[src/csr_params.svh]
// Constants for the stack, addressing and reset sequencing unit.
`ifndef CSR_PARAMS_SVH
`define CSR_PARAMS_SVH
`define CSR_CLK_KHZ 100000
`define CSR_HOLD_MS 1
`define CSR_SEMI_MS 95
`define CSR_WDR_MS 2
`define CSR_HOLD_CYC (`CSR_HOLD_MS * `CSR_CLK_KHZ)
`define CSR_SEMI_CYC (`CSR_SEMI_MS * `CSR_CLK_KHZ)
`define CSR_WDR_CYC (`CSR_WDR_MS * `CSR_CLK_KHZ)
`define CSR_ZERO8 8'h00
`define CSR_ONE8 8'h01
`define CSR_PC_RST 14'h0000
`define CSR_POR_BIT 4
`define CSR_WDR_BIT 6
`define CSR_CAUSE_POR 8'h10
`define CSR_ADDR_CTRL 12'h000
`define CSR_ADDR_STAT 12'h004
`define CSR_ADDR_CAUSE 12'h008
`define CSR_ADDR_PSP 12'h00C
`define CSR_ADDR_DSP 12'h010
`define CSR_ADDR_BUSRST 12'h014
`define CSR_CTRL_USBIE 0
`define CSR_CTRL_GIE 1
`endif

[src/csr_pkg.sv]
// Types for the stack, addressing and reset sequencing unit.
package csr_pkg;
  typedef enum logic [2:0] {
    CSR_POR = 3'b000,
    CSR_HOLD = 3'b001,
    CSR_SEMI = 3'b011,
    CSR_RUN = 3'b010,
    CSR_WDOG = 3'b110
  } csr_state_type;
  typedef enum logic [1:0] {
    CSR_AM_IMM = 2'h0,
    CSR_AM_DIR = 2'h1,
    CSR_AM_IDX = 2'h2
  } csr_amode_type;
  typedef enum logic [3:0] {
    CSR_OP_NONE = 4'h0,
    CSR_OP_IACK = 4'h1,
    CSR_OP_CALL = 4'h2,
    CSR_OP_RETURN_FROM_INTERRUPT = 4'h3,
    CSR_OP_RET = 4'h4,
    CSR_OP_PUSH = 4'h5,
    CSR_OP_POP = 4'h6,
    CSR_OP_LDPSP = 4'h7,
    CSR_OP_SWPDSP = 4'h8
  } csr_op_type;
endpackage

[src/csr_cpu_stack_reset_unit.sv]
// Stack pointers, operand addressing and reset sequencing of the CPU core.
//
// Our own choices: the APB interface to the registers and the register offsets.
`timescale 1ns/1ps
`include "csr_params.svh"

// Contract
// - Any reset clears program stack pointer; stack grows upward.
// - Load program stack pointer from accumulator; firmware cannot read it back.
// - Interrupt acknowledge disables interrupts, stores two bytes, pointer plus two.
// - Interrupt return pops second then first byte, restores flags, re-enables.
// - Call stores program counter and flags; pointer ends two higher.
// - Subroutine return restores program counter only; pointer two lower.
// - Push pre-decrements data stack pointer, then writes byte.
// - Pop reads byte at data stack pointer, then increments.
// - Data stack pointer resets to zero; push at zero writes address FF.
// - Accumulator and data stack pointer can be exchanged.
// - Data memory is 256 bytes with 8-bit addresses.
// - Immediate mode takes operand from instruction second byte.
// - Direct mode uses instruction byte as RAM address.
// - Indexed mode adds instruction byte to index register.
// - Resets restore defaults, clear USB address, interrupts, both pointers.
// - Cause register bit 4 records power-on, bit 6 records watchdog.
// - After reset execution starts at zero with nothing pushed.
// - CPU halted during power-on reset and semi-suspend.
// - After power-on: 1 ms uninterruptible, then 95 ms semi-suspend.
// - USB bus reset during semi-suspend starts execution immediately.
// - Early bus reset stays pending until enable bit and global enable.
// - Watchdog reset holds 2 ms, then executes from zero.
module csr_cpu_stack_reset_unit (
  input wire logic clk,
  input wire logic reset_n,
  input wire logic por_in,
  input wire logic wdt_expire,
  input wire logic usb_bus_reset,
  input wire csr_pkg::csr_op_type op,
  input wire logic op_valid,
  input wire logic [7:0] acc_in,
  input wire logic [7:0] push_data,
  input wire logic [13:0] pc_in,
  input wire logic carry_in,
  input wire logic zero_in,
  input wire csr_pkg::csr_amode_type amode,
  input wire logic [7:0] instr_byte,
  input wire logic [7:0] index_in,
  input wire logic [7:0] ram_rdata,
  input wire logic psel,
  input wire logic penable,
  input wire logic pwrite,
  input wire logic [11:0] paddr,
  input wire logic [31:0] pwdata,
  output logic [31:0] prdata,
  output logic pready,
  output logic pslverr,
  output logic [7:0] ram_addr,
  output logic [7:0] ram_wdata,
  output logic ram_we,
  output logic [7:0] operand,
  output logic [7:0] acc_out,
  output logic acc_load,
  output logic [13:0] pc_out,
  output logic pc_load,
  output logic carry_out,
  output logic zero_out,
  output logic flags_load,
  output logic cpu_run,
  output logic int_enable,
  output logic bus_reset_irq,
  output logic [6:0] usb_addr_clear,
  output logic busy
);
  import csr_pkg::*;

  csr_state_type state_ff, nxt_state;
  logic [31:0] cnt_ff;
  logic [7:0] psp_ff;
  logic [7:0] dsp_ff;
  logic [7:0] cause_ff;
  logic ctrl_usbie_ff, ctrl_gie_ff;
  logic busrst_pend_ff;
  logic [2:0] por_sync_ff, wdt_sync_ff, usb_sync_ff;
  logic por_s, wdt_s, usb_s;
  logic [2:0] step_ff;
  csr_op_type cur_ff;
  logic [7:0] hi_ff;
  logic apb_acc;
  logic soft_rst;

  function automatic logic [7:0] wrap_add(input logic [7:0] a, input logic [7:0] b);
    wrap_add = a + b;
  endfunction

  assign por_s = por_sync_ff[1];
  assign wdt_s = wdt_sync_ff[1];
  assign usb_s = usb_sync_ff[1];
  assign apb_acc = psel & penable;

  always_ff @(posedge clk or negedge reset_n) begin
    if (!reset_n) begin
      por_sync_ff <= 3'h0;
      wdt_sync_ff <= 3'h0;
      usb_sync_ff <= 3'h0;
    end else begin
      por_sync_ff <= {por_sync_ff[1], por_sync_ff[0], por_in};
      wdt_sync_ff <= {wdt_sync_ff[1], wdt_sync_ff[0], wdt_expire};
      usb_sync_ff <= {usb_sync_ff[1], usb_sync_ff[0], usb_bus_reset};
    end
  end

  always_comb begin
    nxt_state = state_ff;
    case (state_ff)
      CSR_POR: if (!por_s) nxt_state = CSR_HOLD;
      CSR_HOLD: if (cnt_ff >= `CSR_HOLD_CYC - 1) nxt_state = CSR_SEMI;
      CSR_SEMI: if (usb_s || cnt_ff >= `CSR_SEMI_CYC - 1) nxt_state = CSR_RUN;
      CSR_RUN: nxt_state = CSR_RUN;
      CSR_WDOG: if (cnt_ff >= `CSR_WDR_CYC - 1) nxt_state = CSR_RUN;
      default: nxt_state = CSR_POR;
    endcase
    if (por_s) nxt_state = CSR_POR;
    else if (wdt_s && state_ff != CSR_WDOG) nxt_state = CSR_WDOG;
  end

  always_ff @(posedge clk or negedge reset_n) begin
    if (!reset_n) begin
      state_ff <= CSR_POR;
      cnt_ff <= 32'h0;
    end else begin
      state_ff <= nxt_state;
      cnt_ff <= (nxt_state != state_ff) ? 32'h0 : cnt_ff + 32'h1;
    end
  end

  assign soft_rst = (state_ff != CSR_RUN);

  always_ff @(posedge clk or negedge reset_n) begin
    if (!reset_n) begin
      // Leaving reset_n is a power-up, so the power-on cause bit starts set.
      cause_ff <= `CSR_CAUSE_POR;
    end else if (por_s) begin
      cause_ff <= `CSR_ZERO8;
      cause_ff[`CSR_POR_BIT] <= 1'b1;
    end else if (wdt_s && state_ff != CSR_WDOG) begin
      cause_ff[`CSR_WDR_BIT] <= 1'b1;
    end else if (psel && penable && pwrite && paddr == `CSR_ADDR_CAUSE) begin
      cause_ff <= pwdata[7:0] & cause_ff;
    end
  end

  // Control bits cleared by either reset.
  always_ff @(posedge clk or negedge reset_n) begin
    if (!reset_n) begin
      ctrl_usbie_ff <= 1'b0;
      ctrl_gie_ff <= 1'b0;
    end else if (soft_rst) begin
      ctrl_usbie_ff <= 1'b0;
      ctrl_gie_ff <= 1'b0;
    end else if (apb_acc && pwrite && paddr == `CSR_ADDR_CTRL) begin
      ctrl_usbie_ff <= pwdata[`CSR_CTRL_USBIE];
      ctrl_gie_ff <= pwdata[`CSR_CTRL_GIE];
    end else if (op_valid && step_ff == 3'h0 && op == CSR_OP_IACK) begin
      ctrl_gie_ff <= 1'b0;
    end else if (cur_ff == CSR_OP_RETURN_FROM_INTERRUPT && step_ff == 3'h3) begin
      ctrl_gie_ff <= 1'b1;
    end
  end

  // Bus reset held pending; set wins over clear.
  always_ff @(posedge clk or negedge reset_n) begin
    if (!reset_n) begin
      busrst_pend_ff <= 1'b0;
    end else if (state_ff == CSR_SEMI && usb_s) begin
      busrst_pend_ff <= 1'b1;
    end else if (bus_reset_irq) begin
      busrst_pend_ff <= 1'b0;
    end
  end

  always_ff @(posedge clk or negedge reset_n) begin
    if (!reset_n) begin
      bus_reset_irq <= 1'b0;
    end else begin
      bus_reset_irq <= busrst_pend_ff & ctrl_usbie_ff & ctrl_gie_ff & ~bus_reset_irq;
    end
  end

  // Stack sequencer: two RAM steps per program stack operation.
  always_ff @(posedge clk or negedge reset_n) begin
    if (!reset_n) begin
      step_ff <= 3'h0;
      cur_ff <= CSR_OP_NONE;
    end else if (soft_rst) begin
      step_ff <= 3'h0;
      cur_ff <= CSR_OP_NONE;
    end else if (step_ff == 3'h0) begin
      if (op_valid && (op == CSR_OP_IACK || op == CSR_OP_CALL
                       || op == CSR_OP_RETURN_FROM_INTERRUPT || op == CSR_OP_RET || op == CSR_OP_POP)) begin
        step_ff <= 3'h1;
        cur_ff <= op;
      end
    end else if (cur_ff == CSR_OP_POP || step_ff == 3'h3) begin
      step_ff <= 3'h0;
      cur_ff <= CSR_OP_NONE;
    end else begin
      step_ff <= step_ff + 3'h1;
    end
  end

  // Program stack pointer with modulo wrap.
  always_ff @(posedge clk or negedge reset_n) begin
    if (!reset_n) begin
      psp_ff <= `CSR_ZERO8;
    end else if (soft_rst) begin
      psp_ff <= `CSR_ZERO8;
    end else if (step_ff == 3'h0 && op_valid && op == CSR_OP_LDPSP) begin
      psp_ff <= acc_in;
    end else if ((cur_ff == CSR_OP_IACK || cur_ff == CSR_OP_CALL)
                 && (step_ff == 3'h1 || step_ff == 3'h2)) begin
      psp_ff <= wrap_add(psp_ff, `CSR_ONE8);
    end else if ((cur_ff == CSR_OP_RETURN_FROM_INTERRUPT || cur_ff == CSR_OP_RET)
                 && (step_ff == 3'h1 || step_ff == 3'h2)) begin
      psp_ff <= wrap_add(psp_ff, 8'hFF);
    end
  end

  always_ff @(posedge clk or negedge reset_n) begin
    if (!reset_n) begin
      dsp_ff <= `CSR_ZERO8;
    end else if (soft_rst) begin
      dsp_ff <= `CSR_ZERO8;
    end else if (step_ff == 3'h0 && op_valid && op == CSR_OP_PUSH) begin
      dsp_ff <= wrap_add(dsp_ff, 8'hFF);
    end else if (step_ff == 3'h0 && op_valid && op == CSR_OP_SWPDSP) begin
      dsp_ff <= acc_in;
    end else if (cur_ff == CSR_OP_POP && step_ff == 3'h1) begin
      dsp_ff <= wrap_add(dsp_ff, `CSR_ONE8);
    end
  end

  // RAM port and results. 8-bit addresses.
  always_ff @(posedge clk or negedge reset_n) begin
    if (!reset_n) begin
      ram_addr <= `CSR_ZERO8;
      ram_wdata <= `CSR_ZERO8;
      ram_we <= 1'b0;
    end else begin
      ram_we <= 1'b0;
      if (!soft_rst && step_ff == 3'h0 && op_valid && op == CSR_OP_PUSH) begin
        ram_addr <= wrap_add(dsp_ff, 8'hFF);
        ram_wdata <= push_data;
        ram_we <= 1'b1;
      end else if (!soft_rst && step_ff == 3'h0 && op_valid && op == CSR_OP_POP) begin
        ram_addr <= dsp_ff;
      end else if ((cur_ff == CSR_OP_IACK || cur_ff == CSR_OP_CALL) && step_ff == 3'h1) begin
        // First byte: flags and upper PC.
        ram_addr <= psp_ff;
        ram_wdata <= {carry_in, zero_in, pc_in[13:8]};
        ram_we <= 1'b1;
      end else if ((cur_ff == CSR_OP_IACK || cur_ff == CSR_OP_CALL) && step_ff == 3'h2) begin
        ram_addr <= psp_ff;
        ram_wdata <= pc_in[7:0];
        ram_we <= 1'b1;
      end else if ((cur_ff == CSR_OP_RETURN_FROM_INTERRUPT || cur_ff == CSR_OP_RET)
                   && (step_ff == 3'h1 || step_ff == 3'h2)) begin
        ram_addr <= wrap_add(psp_ff, 8'hFF);
      end else if (amode == CSR_AM_DIR) begin
        ram_addr <= instr_byte;
      end else if (amode == CSR_AM_IDX) begin
        ram_addr <= wrap_add(instr_byte, index_in);
      end
    end
  end

  always_ff @(posedge clk or negedge reset_n) begin
    if (!reset_n) begin
      operand <= `CSR_ZERO8;
    end else begin
      operand <= (amode == CSR_AM_IMM) ? instr_byte : ram_rdata;
    end
  end

  // Restore path: low byte read at step 2, high byte with flags at step 3.
  always_ff @(posedge clk or negedge reset_n) begin
    if (!reset_n) begin
      hi_ff <= `CSR_ZERO8;
      pc_out <= `CSR_PC_RST;
      pc_load <= 1'b0;
      carry_out <= 1'b0;
      zero_out <= 1'b0;
      flags_load <= 1'b0;
      acc_out <= `CSR_ZERO8;
      acc_load <= 1'b0;
    end else begin
      pc_load <= 1'b0;
      flags_load <= 1'b0;
      acc_load <= 1'b0;
      if (soft_rst) begin
        pc_out <= `CSR_PC_RST;
        pc_load <= 1'b1;
      end else if ((cur_ff == CSR_OP_RETURN_FROM_INTERRUPT || cur_ff == CSR_OP_RET) && step_ff == 3'h2) begin
        hi_ff <= ram_rdata;
      end else if ((cur_ff == CSR_OP_RETURN_FROM_INTERRUPT || cur_ff == CSR_OP_RET) && step_ff == 3'h3) begin
        pc_out <= {ram_rdata[5:0], hi_ff};
        pc_load <= 1'b1;
        if (cur_ff == CSR_OP_RETURN_FROM_INTERRUPT) begin
          carry_out <= ram_rdata[7];
          zero_out <= ram_rdata[6];
          flags_load <= 1'b1;
        end
      end else if (cur_ff == CSR_OP_POP && step_ff == 3'h1) begin
        acc_out <= ram_rdata;
        acc_load <= 1'b1;
      end else if (step_ff == 3'h0 && op_valid && op == CSR_OP_SWPDSP) begin
        acc_out <= dsp_ff;
        acc_load <= 1'b1;
      end
    end
  end

  // Status outputs and APB slave, one wait-free access cycle.
  always_ff @(posedge clk or negedge reset_n) begin
    if (!reset_n) begin
      cpu_run <= 1'b0;
      int_enable <= 1'b0;
      usb_addr_clear <= 7'h7F;
      busy <= 1'b0;
      prdata <= 32'h0;
      pready <= 1'b0;
      pslverr <= 1'b0;
    end else begin
      cpu_run <= ~soft_rst;
      int_enable <= ctrl_gie_ff & ~soft_rst;
      // USB address held clear during reset.
      usb_addr_clear <= {7{soft_rst}};
      busy <= (step_ff != 3'h0);
      pready <= psel & ~penable;
      pslverr <= 1'b0;
      prdata <= 32'h0;
      if (psel && !penable) begin
        case (paddr)
          `CSR_ADDR_CTRL: prdata <= {30'h0, ctrl_gie_ff, ctrl_usbie_ff};
          `CSR_ADDR_STAT: prdata <= {29'h0, state_ff};
          `CSR_ADDR_CAUSE: prdata <= {24'h0, cause_ff};
          `CSR_ADDR_PSP: prdata <= 32'h0;
          `CSR_ADDR_DSP: prdata <= {24'h0, dsp_ff};
          `CSR_ADDR_BUSRST: prdata <= {31'h0, busrst_pend_ff};
          default: pslverr <= 1'b1;
        endcase
      end
    end
  end

  // Push at zero lands at top.
  a_push_wrap: assert property (@(posedge clk) disable iff (!reset_n)
    (!soft_rst && step_ff == 3'h0 && op_valid && op == CSR_OP_PUSH && dsp_ff == 8'h00)
    |=> (ram_addr == 8'hFF && ram_we && dsp_ff == 8'hFF)) else $error("push wrap wrong");
  a_call_plus2: assert property (@(posedge clk) disable iff (!reset_n || soft_rst)
    (step_ff == 3'h0 && op_valid && op == CSR_OP_CALL)
    |=> ##2 (psp_ff == $past(psp_ff, 3) + 8'h02)) else $error("call pointer wrong");
  a_ret_minus2: assert property (@(posedge clk) disable iff (!reset_n || soft_rst)
    (step_ff == 3'h0 && op_valid && op == CSR_OP_RET)
    |=> ##2 (psp_ff == $past(psp_ff, 3) - 8'h02)) else $error("ret pointer wrong");
  a_ret_flags: assert property (@(posedge clk) disable iff (!reset_n)
    (cur_ff == CSR_OP_RET) |=> !flags_load) else $error("ret loaded flags");
  a_iack_di: assert property (@(posedge clk) disable iff (!reset_n || soft_rst)
    (step_ff == 3'h0 && op_valid && op == CSR_OP_IACK) |=> !ctrl_gie_ff)
    else $error("ack kept interrupts");
  a_halt_semi: assert property (@(posedge clk) disable iff (!reset_n)
    (state_ff == CSR_SEMI || state_ff == CSR_HOLD) |=> !cpu_run) else $error("cpu ran");
  a_bypass_run: assert property (@(posedge clk) disable iff (!reset_n)
    (state_ff == CSR_SEMI && usb_s && !por_s && !wdt_s) |=> ##1 cpu_run)
    else $error("no bypass");
  a_hold_nobypass: assert property (@(posedge clk) disable iff (!reset_n)
    (state_ff == CSR_HOLD && !por_s && !wdt_s && cnt_ff < `CSR_HOLD_CYC - 1)
    |=> state_ff == CSR_HOLD) else $error("hold interrupted");
  a_reset_pc: assert property (@(posedge clk) disable iff (!reset_n)
    soft_rst |=> (pc_out == 14'h0000 && pc_load && !ram_we)) else $error("reset pc");
  c_push: cover property (@(posedge clk) disable iff (!reset_n) ram_we && cur_ff == CSR_OP_NONE);
  c_return_from_interrupt: cover property (@(posedge clk) disable iff (!reset_n) flags_load);
  c_bypass: cover property (@(posedge clk) disable iff (!reset_n) state_ff == CSR_SEMI && usb_s);
  c_irq: cover property (@(posedge clk) disable iff (!reset_n) bus_reset_irq);
endmodule // csr_cpu_stack_reset_unit

[config.mk]
export PLATFORM = sky130hd
export DESIGN_NAME = csr_cpu_stack_reset_unit
export DESIGN_NICKNAME = d
export VERILOG_FILES = /design/src/csr_pkg.sv /design/src/csr_cpu_stack_reset_unit.sv
export VERILOG_INCLUDE_DIRS = /design/src
export SDC_FILE = /design/constraint.sdc
export NUM_CORES = 1
export LEC_CHECK = 0
export BUFFER_PORTS_ARGS = -buffer_cell sky130_fd_sc_hd__buf_4
export CAP_MARGIN = 30
export CORE_AREA = 2 2 123 185
export DETAILED_ROUTE_END_ITERATION = 12
export DIE_AREA = 0 0 125 187
export PLACE_DENSITY = 0.7
export SETUP_SLACK_MARGIN = 0.15
export SLEW_MARGIN = 20
export SYNTH_ARGS = -nofsm -noshare
export SYNTH_HDL_FRONTEND = slang
export SYNTH_SLANG_ARGS = --single-unit
export TNS_END_PERCENT = 20
[constraint.sdc]
create_clock -name clk -period 2.35 [get_ports clk]
set_input_delay 0.235 -clock clk [delete_from_list [all_inputs] [get_ports clk]]
set_output_delay 0.235 -clock clk [all_outputs]
set_load 0.02 [all_outputs]
; Yosys cells after proc, flatten, opt, wreduce, memory -nomap -nowiden
; Cells that the tools add are included.
[word_totals]
register_bits = 174
wordCells = 225
input_bits = 115
out_inout_bits = 97
[classes]
add_sub_neg = 7
reduce_logical = 62
n_bitwise = 12
eq_ne = 34
n_lt_le_gt_ge = 3
muxes = 73
[op_table]
columns = op, count
row1 = 8-bit 2-to-1 mux, 25
row2 = 14-bit 2-to-1 mux, 3
row3 = 8-bit one-hot mux with 5 select lines, 1
row4 = "32-bit by 1-bit adder with 32-bit output, second input constant", 1
row5 = "32-bit by 17-bit greater-or-equal comparator with 1-bit output, second input constant", 1
row6 = "32-bit by 18-bit greater-or-equal comparator with 1-bit output, second input constant", 1
row7 = "32-bit by 24-bit greater-or-equal comparator with 1-bit output, second input constant", 1
row8 = 32-bit 2-to-1 mux, 1
row9 = 1-bit 2-to-1 mux, 28
row10 = 3-bit 2-to-1 mux, 9
row11 = 1-bit logical AND, 26
row12 = "12-bit by 4-bit == test with 1-bit output, second input constant", 2
row13 = "12-bit by 5-bit == test with 1-bit output, second input constant", 2
row14 = "4-bit by 3-bit == test with 1-bit output, second input constant", 6
row15 = "8-bit by 1-bit adder with 8-bit output, second input constant", 2
row16 = "8-bit adder, second input constant", 2
row17 = "4-bit by 2-bit == test with 1-bit output, second input constant", 4
row18 = 4-bit 2-to-1 mux, 4
row19 = 3-bit one-hot mux with 5 select lines, 1
row20 = "12-bit by 3-bit == test with 1-bit output, second input constant", 1
row21 = "3-bit by 2-bit == test with 1-bit output, second input constant", 4
row22 = 12-bit zero test, 1
row23 = 3-bit nonzero test, 4
row24 = 4-bit nonzero test, 3
row25 = other kinds (25), 58

; Logic depth before layout (Yosys ltp)
; Gate-level depths: netlist of the first run.
[logic_depth]
word_depth = 9
depth_mapped = 11
ltp_nobuf = 9

; Least setup slack after synthesis of the first run
; No wires, ideal clock.
[synth_timing]
kind = reg2reg
startpoint = reg step_ff[0]
endpoint = reg dsp_ff[0]
stages_incl_launch_ff = 12
period_less_slack_ns = 2.450
t_required_ns = 2.267
setup_slack_ns = -0.100
t_arrival_ns = 2.367
path_buffers = 2
setup_time_ns = 0.083
cell_sequence = dfrtp_1 -> inv_1 -> ha_1 -> nor2b_1 -> inv_1 -> or4_1 -> clkbuf_1 -> and4_1 -> clkbuf_1 -> nor2_1 -> o21ai_0 -> o21ai_0
[synth_via]
elab_chain_len = 6
elab_cells_between_ends = 10
cone_classes = 1 x eq/ne / 3 x mux / 6 x reduce/logical
[synth_lines]
columns = item, line
row1 = "start, declared", csr_cpu_stack_reset_unit.sv:83  ; logic [2:0] step_ff;
row2 = "start signal, assigned", csr_cpu_stack_reset_unit.sv:205  ; step_ff <= step_ff + 3'h1;
row3 = 3-bit zero test, "csr_cpu_stack_reset_unit.sv:231, csr_cpu_stack_reset_unit.sv:233"
row4 = 1-bit logical AND, "csr_cpu_stack_reset_unit.sv:231, csr_cpu_stack_reset_unit.sv:233"
row5 = 1-bit logical AND, csr_cpu_stack_reset_unit.sv:233  ; end else if (step_ff == 3'h0 && op_valid && op == CSR_OP_SWPDSP) begin
row6 = 8-bit 2-to-1 mux, csr_cpu_stack_reset_unit.sv:233
row7 = 8-bit 2-to-1 mux, csr_cpu_stack_reset_unit.sv:231  ; end else if (step_ff == 3'h0 && op_valid && op == CSR_OP_PUSH) begin
row8 = 8-bit 2-to-1 mux, csr_cpu_stack_reset_unit.sv:229  ; end else if (soft_rst) begin
row9 = "end signal, assigned", csr_cpu_stack_reset_unit.sv:230  ; dsp_ff <= `CSR_ZERO8;
row10 = "end signal, assigned", csr_cpu_stack_reset_unit.sv:232  ; dsp_ff <= wrap_add(dsp_ff, 8'hFF);
row11 = "end signal, assigned", csr_cpu_stack_reset_unit.sv:234  ; dsp_ff <= acc_in;
row12 = "end, declared", csr_cpu_stack_reset_unit.sv:77  ; logic [7:0] dsp_ff;
; Several ways; a longest one is shown, not always the timed one.
; A chain may end at the register's enable or synchronous reset.

; Worst setup path in the final report of the first run
[layout_timing]
startpoint = reg cnt_ff[18]
endpoint = reg cnt_ff[21]
[layout_via]
elab_chain_len = 8
elab_cells_between_ends = 13
cone_classes = 1 x add/sub / 3 x order compare / 1 x eq/ne / 7 x mux / 1 x reduce/logical
[layout_lines]
columns = item, line
row1 = "start, declared", csr_cpu_stack_reset_unit.sv:75  ; logic [31:0] cnt_ff;
row2 = "start signal, assigned", csr_cpu_stack_reset_unit.sv:130  ; cnt_ff <= (nxt_state != state_ff) ? 32'h0 : cnt_ff + 32'h1;
row3 = 32-bit by 24-bit greater-or-equal comparator with 1-bit output, csr_cpu_stack_reset_unit.sv:115  ; CSR_SEMI: if (usb_s || cnt_ff >= `CSR_SEMI_CYC - 1) nxt_state = CSR_RUN;
row4 = 1-bit logical OR, csr_cpu_stack_reset_unit.sv:115
row5 = 3-bit 2-to-1 mux, csr_cpu_stack_reset_unit.sv:115
row6 = 3-bit one-hot mux with 5 select lines, csr_cpu_stack_reset_unit.sv:112  ; case (state_ff)
row7 = 3-bit 2-to-1 mux, csr_cpu_stack_reset_unit.sv:121  ; else if (wdt_s && state_ff != CSR_WDOG) nxt_state = CSR_WDOG;
row8 = 3-bit 2-to-1 mux, csr_cpu_stack_reset_unit.sv:120  ; if (por_s) nxt_state = CSR_POR;
row9 = 3-bit != test, csr_cpu_stack_reset_unit.sv:130
row10 = 32-bit 2-to-1 mux *, csr_cpu_stack_reset_unit.sv:130
; Every way passes the cells marked *; elsewhere a longest branch is shown, timed or not.

==> out/results.tsv, run 1 <==
metric	value	unit
io-pin-count	212	
cpLargestDelayFamily	simple AND/OR/NAND/NOR gates	
vias	7826	
crit_chain	or4_4 -> nor3b_2 -> a21oi_2 -> o31a_1 -> or4_4 -> clkbuf_16 -> nor2_2	
drv_cap	0	
pre_cts_ws	-0.0259	ns
p_sw	2.06	mW
fin_nets	1287	
clk_path_buf_depth	2	
wl	25600	um
cp_slowest_cell	or4_4	
intPower	4.69	mW
synthFlopType	dfrtp_1	
syn2layout_area_growth	32.7	%
antenna_cells	0	
cts_root_buffer	clkbuf_16	
cp_common_cell	or4_4	
post-dp-hpwl	19100	um
clock_sinks	150	
fin_skew	0.00968	ns
die_w	125	um
remaining_drc_errors	0	
timing.rr.end	cnt_ff[21]$_DFF_PN0_	
largest-register	cnt_ff	
endpoint_kind	flop	
portBuffers	163	
initial_utilization	39.1	%
pwr-share-seq	41.9	%
drive_gt1_share	32.1	%
grt_pass1_wl	40200	um
synth_edf_count	0	
p_comb_share	20.1	%
cts_tree	yes	
rsz0062_at_grt	yes	
post-route-period-util	104	%
yosysWarnings	0	
crit_type	flop to flop	
min_to	cause_ff[4]$_DFFE_PN1P_	
grt_max_degree	66	
gp_congestion	0.926	
worstSetupStartpoint	cnt_ff[18]$_DFF_PN0_	
dieArea	23400	sq um
start_kind	flop	
rr_startpoint	cnt_ff[18]$_DFF_PN0_	
grt.overflow.total	0	
fillCellCount	2021	
place_inst	1405	
min_from	pwdata[4]	
r2r_cells	7	
violations	setup timing	
synthCells	935	
hp-class	primary input to flop	
antenna_found_initial	0	
ys_seq_elements	150	
seq_area_frac_synth	43.8	%
synthArstFlopShare	100	%
swShare	30.5	%
coreArea	22000	sq um
avgRoutedWirePerCell	17.7	um
run_status	finished, violations left	
hold_depth	3	
max-slew-margin-rel	56.1	%
drt_iter0_markers	446	
num_rows	67	
total_power	6.75	mW
clk_pin_slew_worst_paths	0.07	ns
clk_latency	0.43	ns
irDropWorstVdd	0.000520	V
worst_pin_slew	0.655	ns
p_clk_share	38.0	%
viasPerCell	5.43	
cp_max_fo	7	
ant_nets	0	
fin_hold_ws	0.0452	ns
reg2reg_slack	-0.1	ns
cts_inserted_buffers	17	
path_buf_inv	1	
drt_first_pass_iters	8	
fmax	409	MHz
synth.distinct_cells	71	
reg_top3	cnt_ff: 32 flops, pc_out: 14 flops	
largest_reg_flops	32	
grt_pass1_vias	7769	
timing.final.ws_setup	-0.0968	ns
p_per_area	593	nW/um^2
worstPathArrival	2.81	ns
layout_min_cycle_time	2.45	ns
power_leakage	5.29	nW
fp.dieH	187	um
syn_area	8580	sq um
stdcell_count	1442	
htree_levels	4	
finalSetupViolCount	32	
postSynthAreaPerCell	9.18	sq um
finalHoldViolations	0	
grt.total_usage	21.5	%
crit_required	2.71	ns
cpPeakStageDelay	0.60	ns
drv_slew	0	
## cells in the final DEF, fill, tap and decap left out, types with 5 or more instances in the layout
master       n
o21ai_1      8
and3_1      16
nand4_1     14
inv_1       27
dfrtp_1    145
a211oi_1    13
nor2_1      90
o21a_1       6
conb_1      24
nor2b_1     12
nand3b_1     6
o22ai_1      5
clkbuf_16   18
a21oi_1     36
nor3b_1      6
mux2_2      22
a21oi_2      5
a22oi_1      7
nand2b_1    10
nor2_2      10
nand2_1     71
o21ai_0     63
xnor2_1     18
buf_6        5
xor2_1      29
or4_1        6
nor4_1       8
a22o_1      17
nor3_1      22
mux2i_1     22
ha_1        13
buf_4      246
nand3_1     33
o211ai_1     5
## worst register-to-register path: stages, from the launching register on
cell	delay, ns
dfrtp_1	0.38
or4_4	0.55
nor3b_2	0.22
a21oi_2	0.10
o31a_1	0.24
or4_4	0.60
clkbuf_16	0.20
nor2_2	0.09
## through the flow
step | utilization (%) | setup TNS, ns | cell area (sq um)
floorplan | - | 0 | 8710
global placement | 47.8 | 0 | 10500
detailed placement | 47.8 | -0.116 | 10500
CTS | 50.8 | -0.109 | 11200
global route | 51.8 | -4.13 | 11400
finish | 51.8 | -2.03 | 11400
## power by group through the flow
stage	clock network (mW)	registers, mW	logic, mW
after global placement	0	2.86	1.25
after floorplan	0	2.98	0.593
final	2.57	2.83	1.35
after detailed placement	0	2.87	1.27
after global routing	2.72	2.84	1.47
after CTS	2.62	2.82	1.31
## per-layer routing
metal	GRT usage (%)	up-vias	part of all wire (%)
li1	-	3726	-
met1	23.8	3808	39
met2	39.7	238	54
met3	4.06	54	4.3
met4	8.97	0	2.9
met5	0	-	0
## logic make-up after synthesis
| family | share of synthesized area [%] |
|---|---|
| other | 0.0437 |
| adders and majority gates | 2.71 |
| buffers and inverters | 6.46 |
| muxes | 5.45 |
| AOI/OAI and AO/OA | 16.4 |
| and+or+nand+nor | 20.4 |
| xor gates and xnor gates | 4.80 |
| DFF | 43.8 |
## worst max path at each step
stage | endpoint | depth (start not counted)
3_3_place_gp | cnt_ff[31]$_DFF_PN0_ | 7
4_1_cts | cnt_ff[25]$_DFF_PN0_ | 7
3_5_place_dp | cnt_ff[31]$_DFF_PN0_ | 7
2_1_floorplan | cnt_ff[12]$_DFF_PN0_ | 8
5_1_grt | cnt_ff[14]$_DFF_PN0_ | 7
6_report | cnt_ff[21]$_DFF_PN0_ | 7
## what timing repair did
action | 4_1_cts | 5_1_grt
hold buffers | 4 | 0
buffers inserted | 0 | 0
setup endpoints to repair | 62 | 73
pin swaps | 2 | 12
hold endpoints to repair | 64 | 0
gates resized for setup | 18 | 60
gates cloned | 1 | 1
## area by class of cell
cell class	instances	area, sq um	share of cell area [%]
well taps	276	345	3.03
multi-input cells	698	4620	40.6
flip-flops and latches	150	3760	33.0
clock buffers	17	425	3.74
repair buffers	258	2000	17.6
clock inverters	14	119	1.04
inverters	29	109	0.956
## synth_stat cells (13+ instances only)
master / count / area, sq um
dfrtp_1: 148 / 3700
nor2_1: 104 / 390
nand2_1: 72 / 270
o21ai_0: 70 / 350
clkbuf_1: 42 / 158
a21oi_1: 41 / 205
nand3_1: 35 / 175
buf_4: 30 / 225
inv_1: 29 / 109
xor2_1: 29 / 254
nor3_1: 23 / 115
mux2_2: 22 / 248
mux2i_1: 22 / 220
xnor2_1: 18 / 158
a22o_1: 17 / 149
ha_1: 17 / 213
and3_1: 16 / 100
a211oi_1: 14 / 105
nand4_1: 14 / 87.6
nor2b_1: 13 / 81.3
(Power assumes the default switching activity.)
==> run 2, diff against run 1 <==
--- a/config.mk
+++ b/config.mk
@@ -8,11 +8,13 @@
 export LEC_CHECK = 0
 export BUFFER_PORTS_ARGS = -buffer_cell sky130_fd_sc_hd__buf_4
 export CAP_MARGIN = 30
-export CORE_AREA = 2 2 123 185
+export CELL_PAD_IN_SITES_DETAIL_PLACEMENT = 2
+export CELL_PAD_IN_SITES_GLOBAL_PLACEMENT = 2
+export CORE_AREA = 2 2 144 216
 export DETAILED_ROUTE_END_ITERATION = 12
-export DIE_AREA = 0 0 125 187
-export PLACE_DENSITY = 0.7
-export SETUP_SLACK_MARGIN = 0.15
+export DIE_AREA = 0 0 146 218
+export PLACE_DENSITY = 0.82
+export SETUP_SLACK_MARGIN = 0.05
 export SLEW_MARGIN = 20
 export SYNTH_ARGS = -nofsm -noshare
 export SYNTH_HDL_FRONTEND = slang
==> constraint.sdc (replaced) <==
create_clock -name clk -period 2.1 [get_ports clk]
set_input_delay 0.21 -clock clk [delete_from_list [all_inputs] [get_ports clk]]
set_output_delay 0.21 -clock clk [all_outputs]
set_load 0.02 [all_outputs]
==> out/results.tsv, run 2 (synthesis results as in run 1) <==
metric	value	unit
rr_startpoint	step_ff[1]$_DFFE_PN0P_	
initial_utilization	28.6	%
fin_skew	0.00929	ns
fillCellCount	3358	
dpl_cell_area	11300	sq um
reg_top3	cnt_ff: 32 flops, pc_out: 14 flops	
gp_congestion	0.893	
coreArea	30100	sq um
clk_latency	0.46	ns
cp_slowest_cell	a221oi_1	
grt.overflow.total	0	
fmax	403	MHz
crit_chain	inv_1 -> ha_1 -> nor2b_4 -> buf_4 -> and4_1 -> nor2_1 -> a221oi_1 -> o2bb2ai_1 -> o21ai_0	
rsz0062_at_grt	yes	
start_kind	flop	
cpLargestDelayFamily	compound AO/OA/AOI/OAI gates	
cts_tree	yes	
die_w	146	um
io-pin-count	212	
violations	setup timing	
grt_pass1_vias	9750	
finalSetupViolCount	62	
drt_iter0_markers	390	
p_per_area	655	nW/um^2
finalHoldViolations	0	
irDropWorstVdd	0.000629	V
final_area	12200	sq um
hp-class	primary input to flop	
final_cell_mix	buf_4 (320), dfrtp_1 (148), nor2_1 (87)	
fin_hold_ws	0.0407	ns
syn2layout_area_growth	42.7	%
remaining_drc_errors	0	
timing.final.ws_setup	-0.379	ns
viasPerCell	5.27	
power_leakage	5.73	nW
cts_root_buffer	clkbuf_16	
cts_inserted_buffers	17	
num_rows	78	
min_from	instr_byte[3]	
worst_pin_slew	0.678	ns
avgRoutedWirePerCell	22.9	um
clk_pin_slew_worst_paths	0.07	ns
layout_min_cycle_time	2.48	ns
drv_cap	0	
largest-register	cnt_ff	
path_buf_inv	2	
vias	8669	
portBuffers	163	
clk_path_buf_depth	2	
largest_reg_flops	32	
clock_sinks	150	
dieArea	31800	sq um
worstSetupStartpoint	step_ff[1]$_DFFE_PN0P_	
fin_nets	1367	
post-dp-hpwl	27600	um
antenna_cells	0	
drive_gt1_share	36.8	%
wl	37800	um
grt_pass1_wl	56300	um
run_status	finished, violations left	
htree_levels	4	
ant_nets	0	
tns	-13.31	ns
post-route-period-util	118	%
endpoint_kind	flop	
total_power	8.03	mW
grt_max_degree	54	
grt.total_usage	22.9	%
worstPathArrival	2.81	ns
max-slew-margin-rel	54.4	%
final_common_cell	buf_4	
drt_first_pass_iters	5	
drv_slew	0	
cp_max_fo	6	
cpPeakStageDelay	0.43	ns
fp.dieH	218	um
crit_required	2.43	ns
crit_type	flop to flop	
antenna_found_initial	0	
run 2: timing repair:
item,in CTS,in global routing
buffers inserted,0,0
hold buffers,5,0
pin swaps,15,2
resized for setup,60,32
hold endpoints to repair,51,0
endpoints found under the setup margin,84,108
run 2: power breakdown:
part	switching (mW)	internal, mW	leakage (nW)
registers	0.130	3.05	1.99
clock network	1.35	1.75	0.273
logic	1.01	0.731	3.47
run 2: layer usage:
layer / GRT usage, % / vias to the layer above / wire (um)
li1: - / 3884 / -
met1: 23.9 / 4490 / 14000
met2: 44.8 / 229 / 21300
met3: 3.87 / 66 / 1240
met4: 9.84 / 0 / 1190
met5: 0 / - / 0
run 2: through the flow:
step | cells | utilization (%) | setup WS (ns)
2_1_floorplan | 958 | - | -0.248
3_3_place_gp | 1610 | 37.7 | -0.281
3_5_place_dp | 1610 | 37.7 | -0.456
4_1_cts | 1646 | 40.3 | -0.310
5_1_grt | 1646 | 40.8 | -0.455
6_report | 1646 | 40.8 | -0.379
run 2: final cells by class:
type	instances	area (sq um)	area share, %
multi-input combinational	698	4650	38.0
inverter	29	109	0.889
clock inverter	13	149	1.22
timing repair buffer	338	2650	21.6
tap	400	500	4.09
clock buffer	18	429	3.50
sequential	150	3760	30.7
run 2: path summary, 6_finish.rpt:
kind                       slack, ns  cells past startpoint                       end
setup / recovery               -0.38                      9   ram_addr[5]$_DFFE_PN0P_
setup reg to reg               -0.38                      9   ram_addr[5]$_DFFE_PN0P_
min in group asynchronous       0.29                      2       cnt_ff[7]$_DFF_PN0_
max in group asynchronous       1.09                      3   cause_ff[4]$_DFFE_PN1P_
hold / removal                  0.04                      2      operand[3]$_DFF_PN0_
hold reg to reg                 0.35                      0  por_sync_ff[1]$_DFF_PN0_
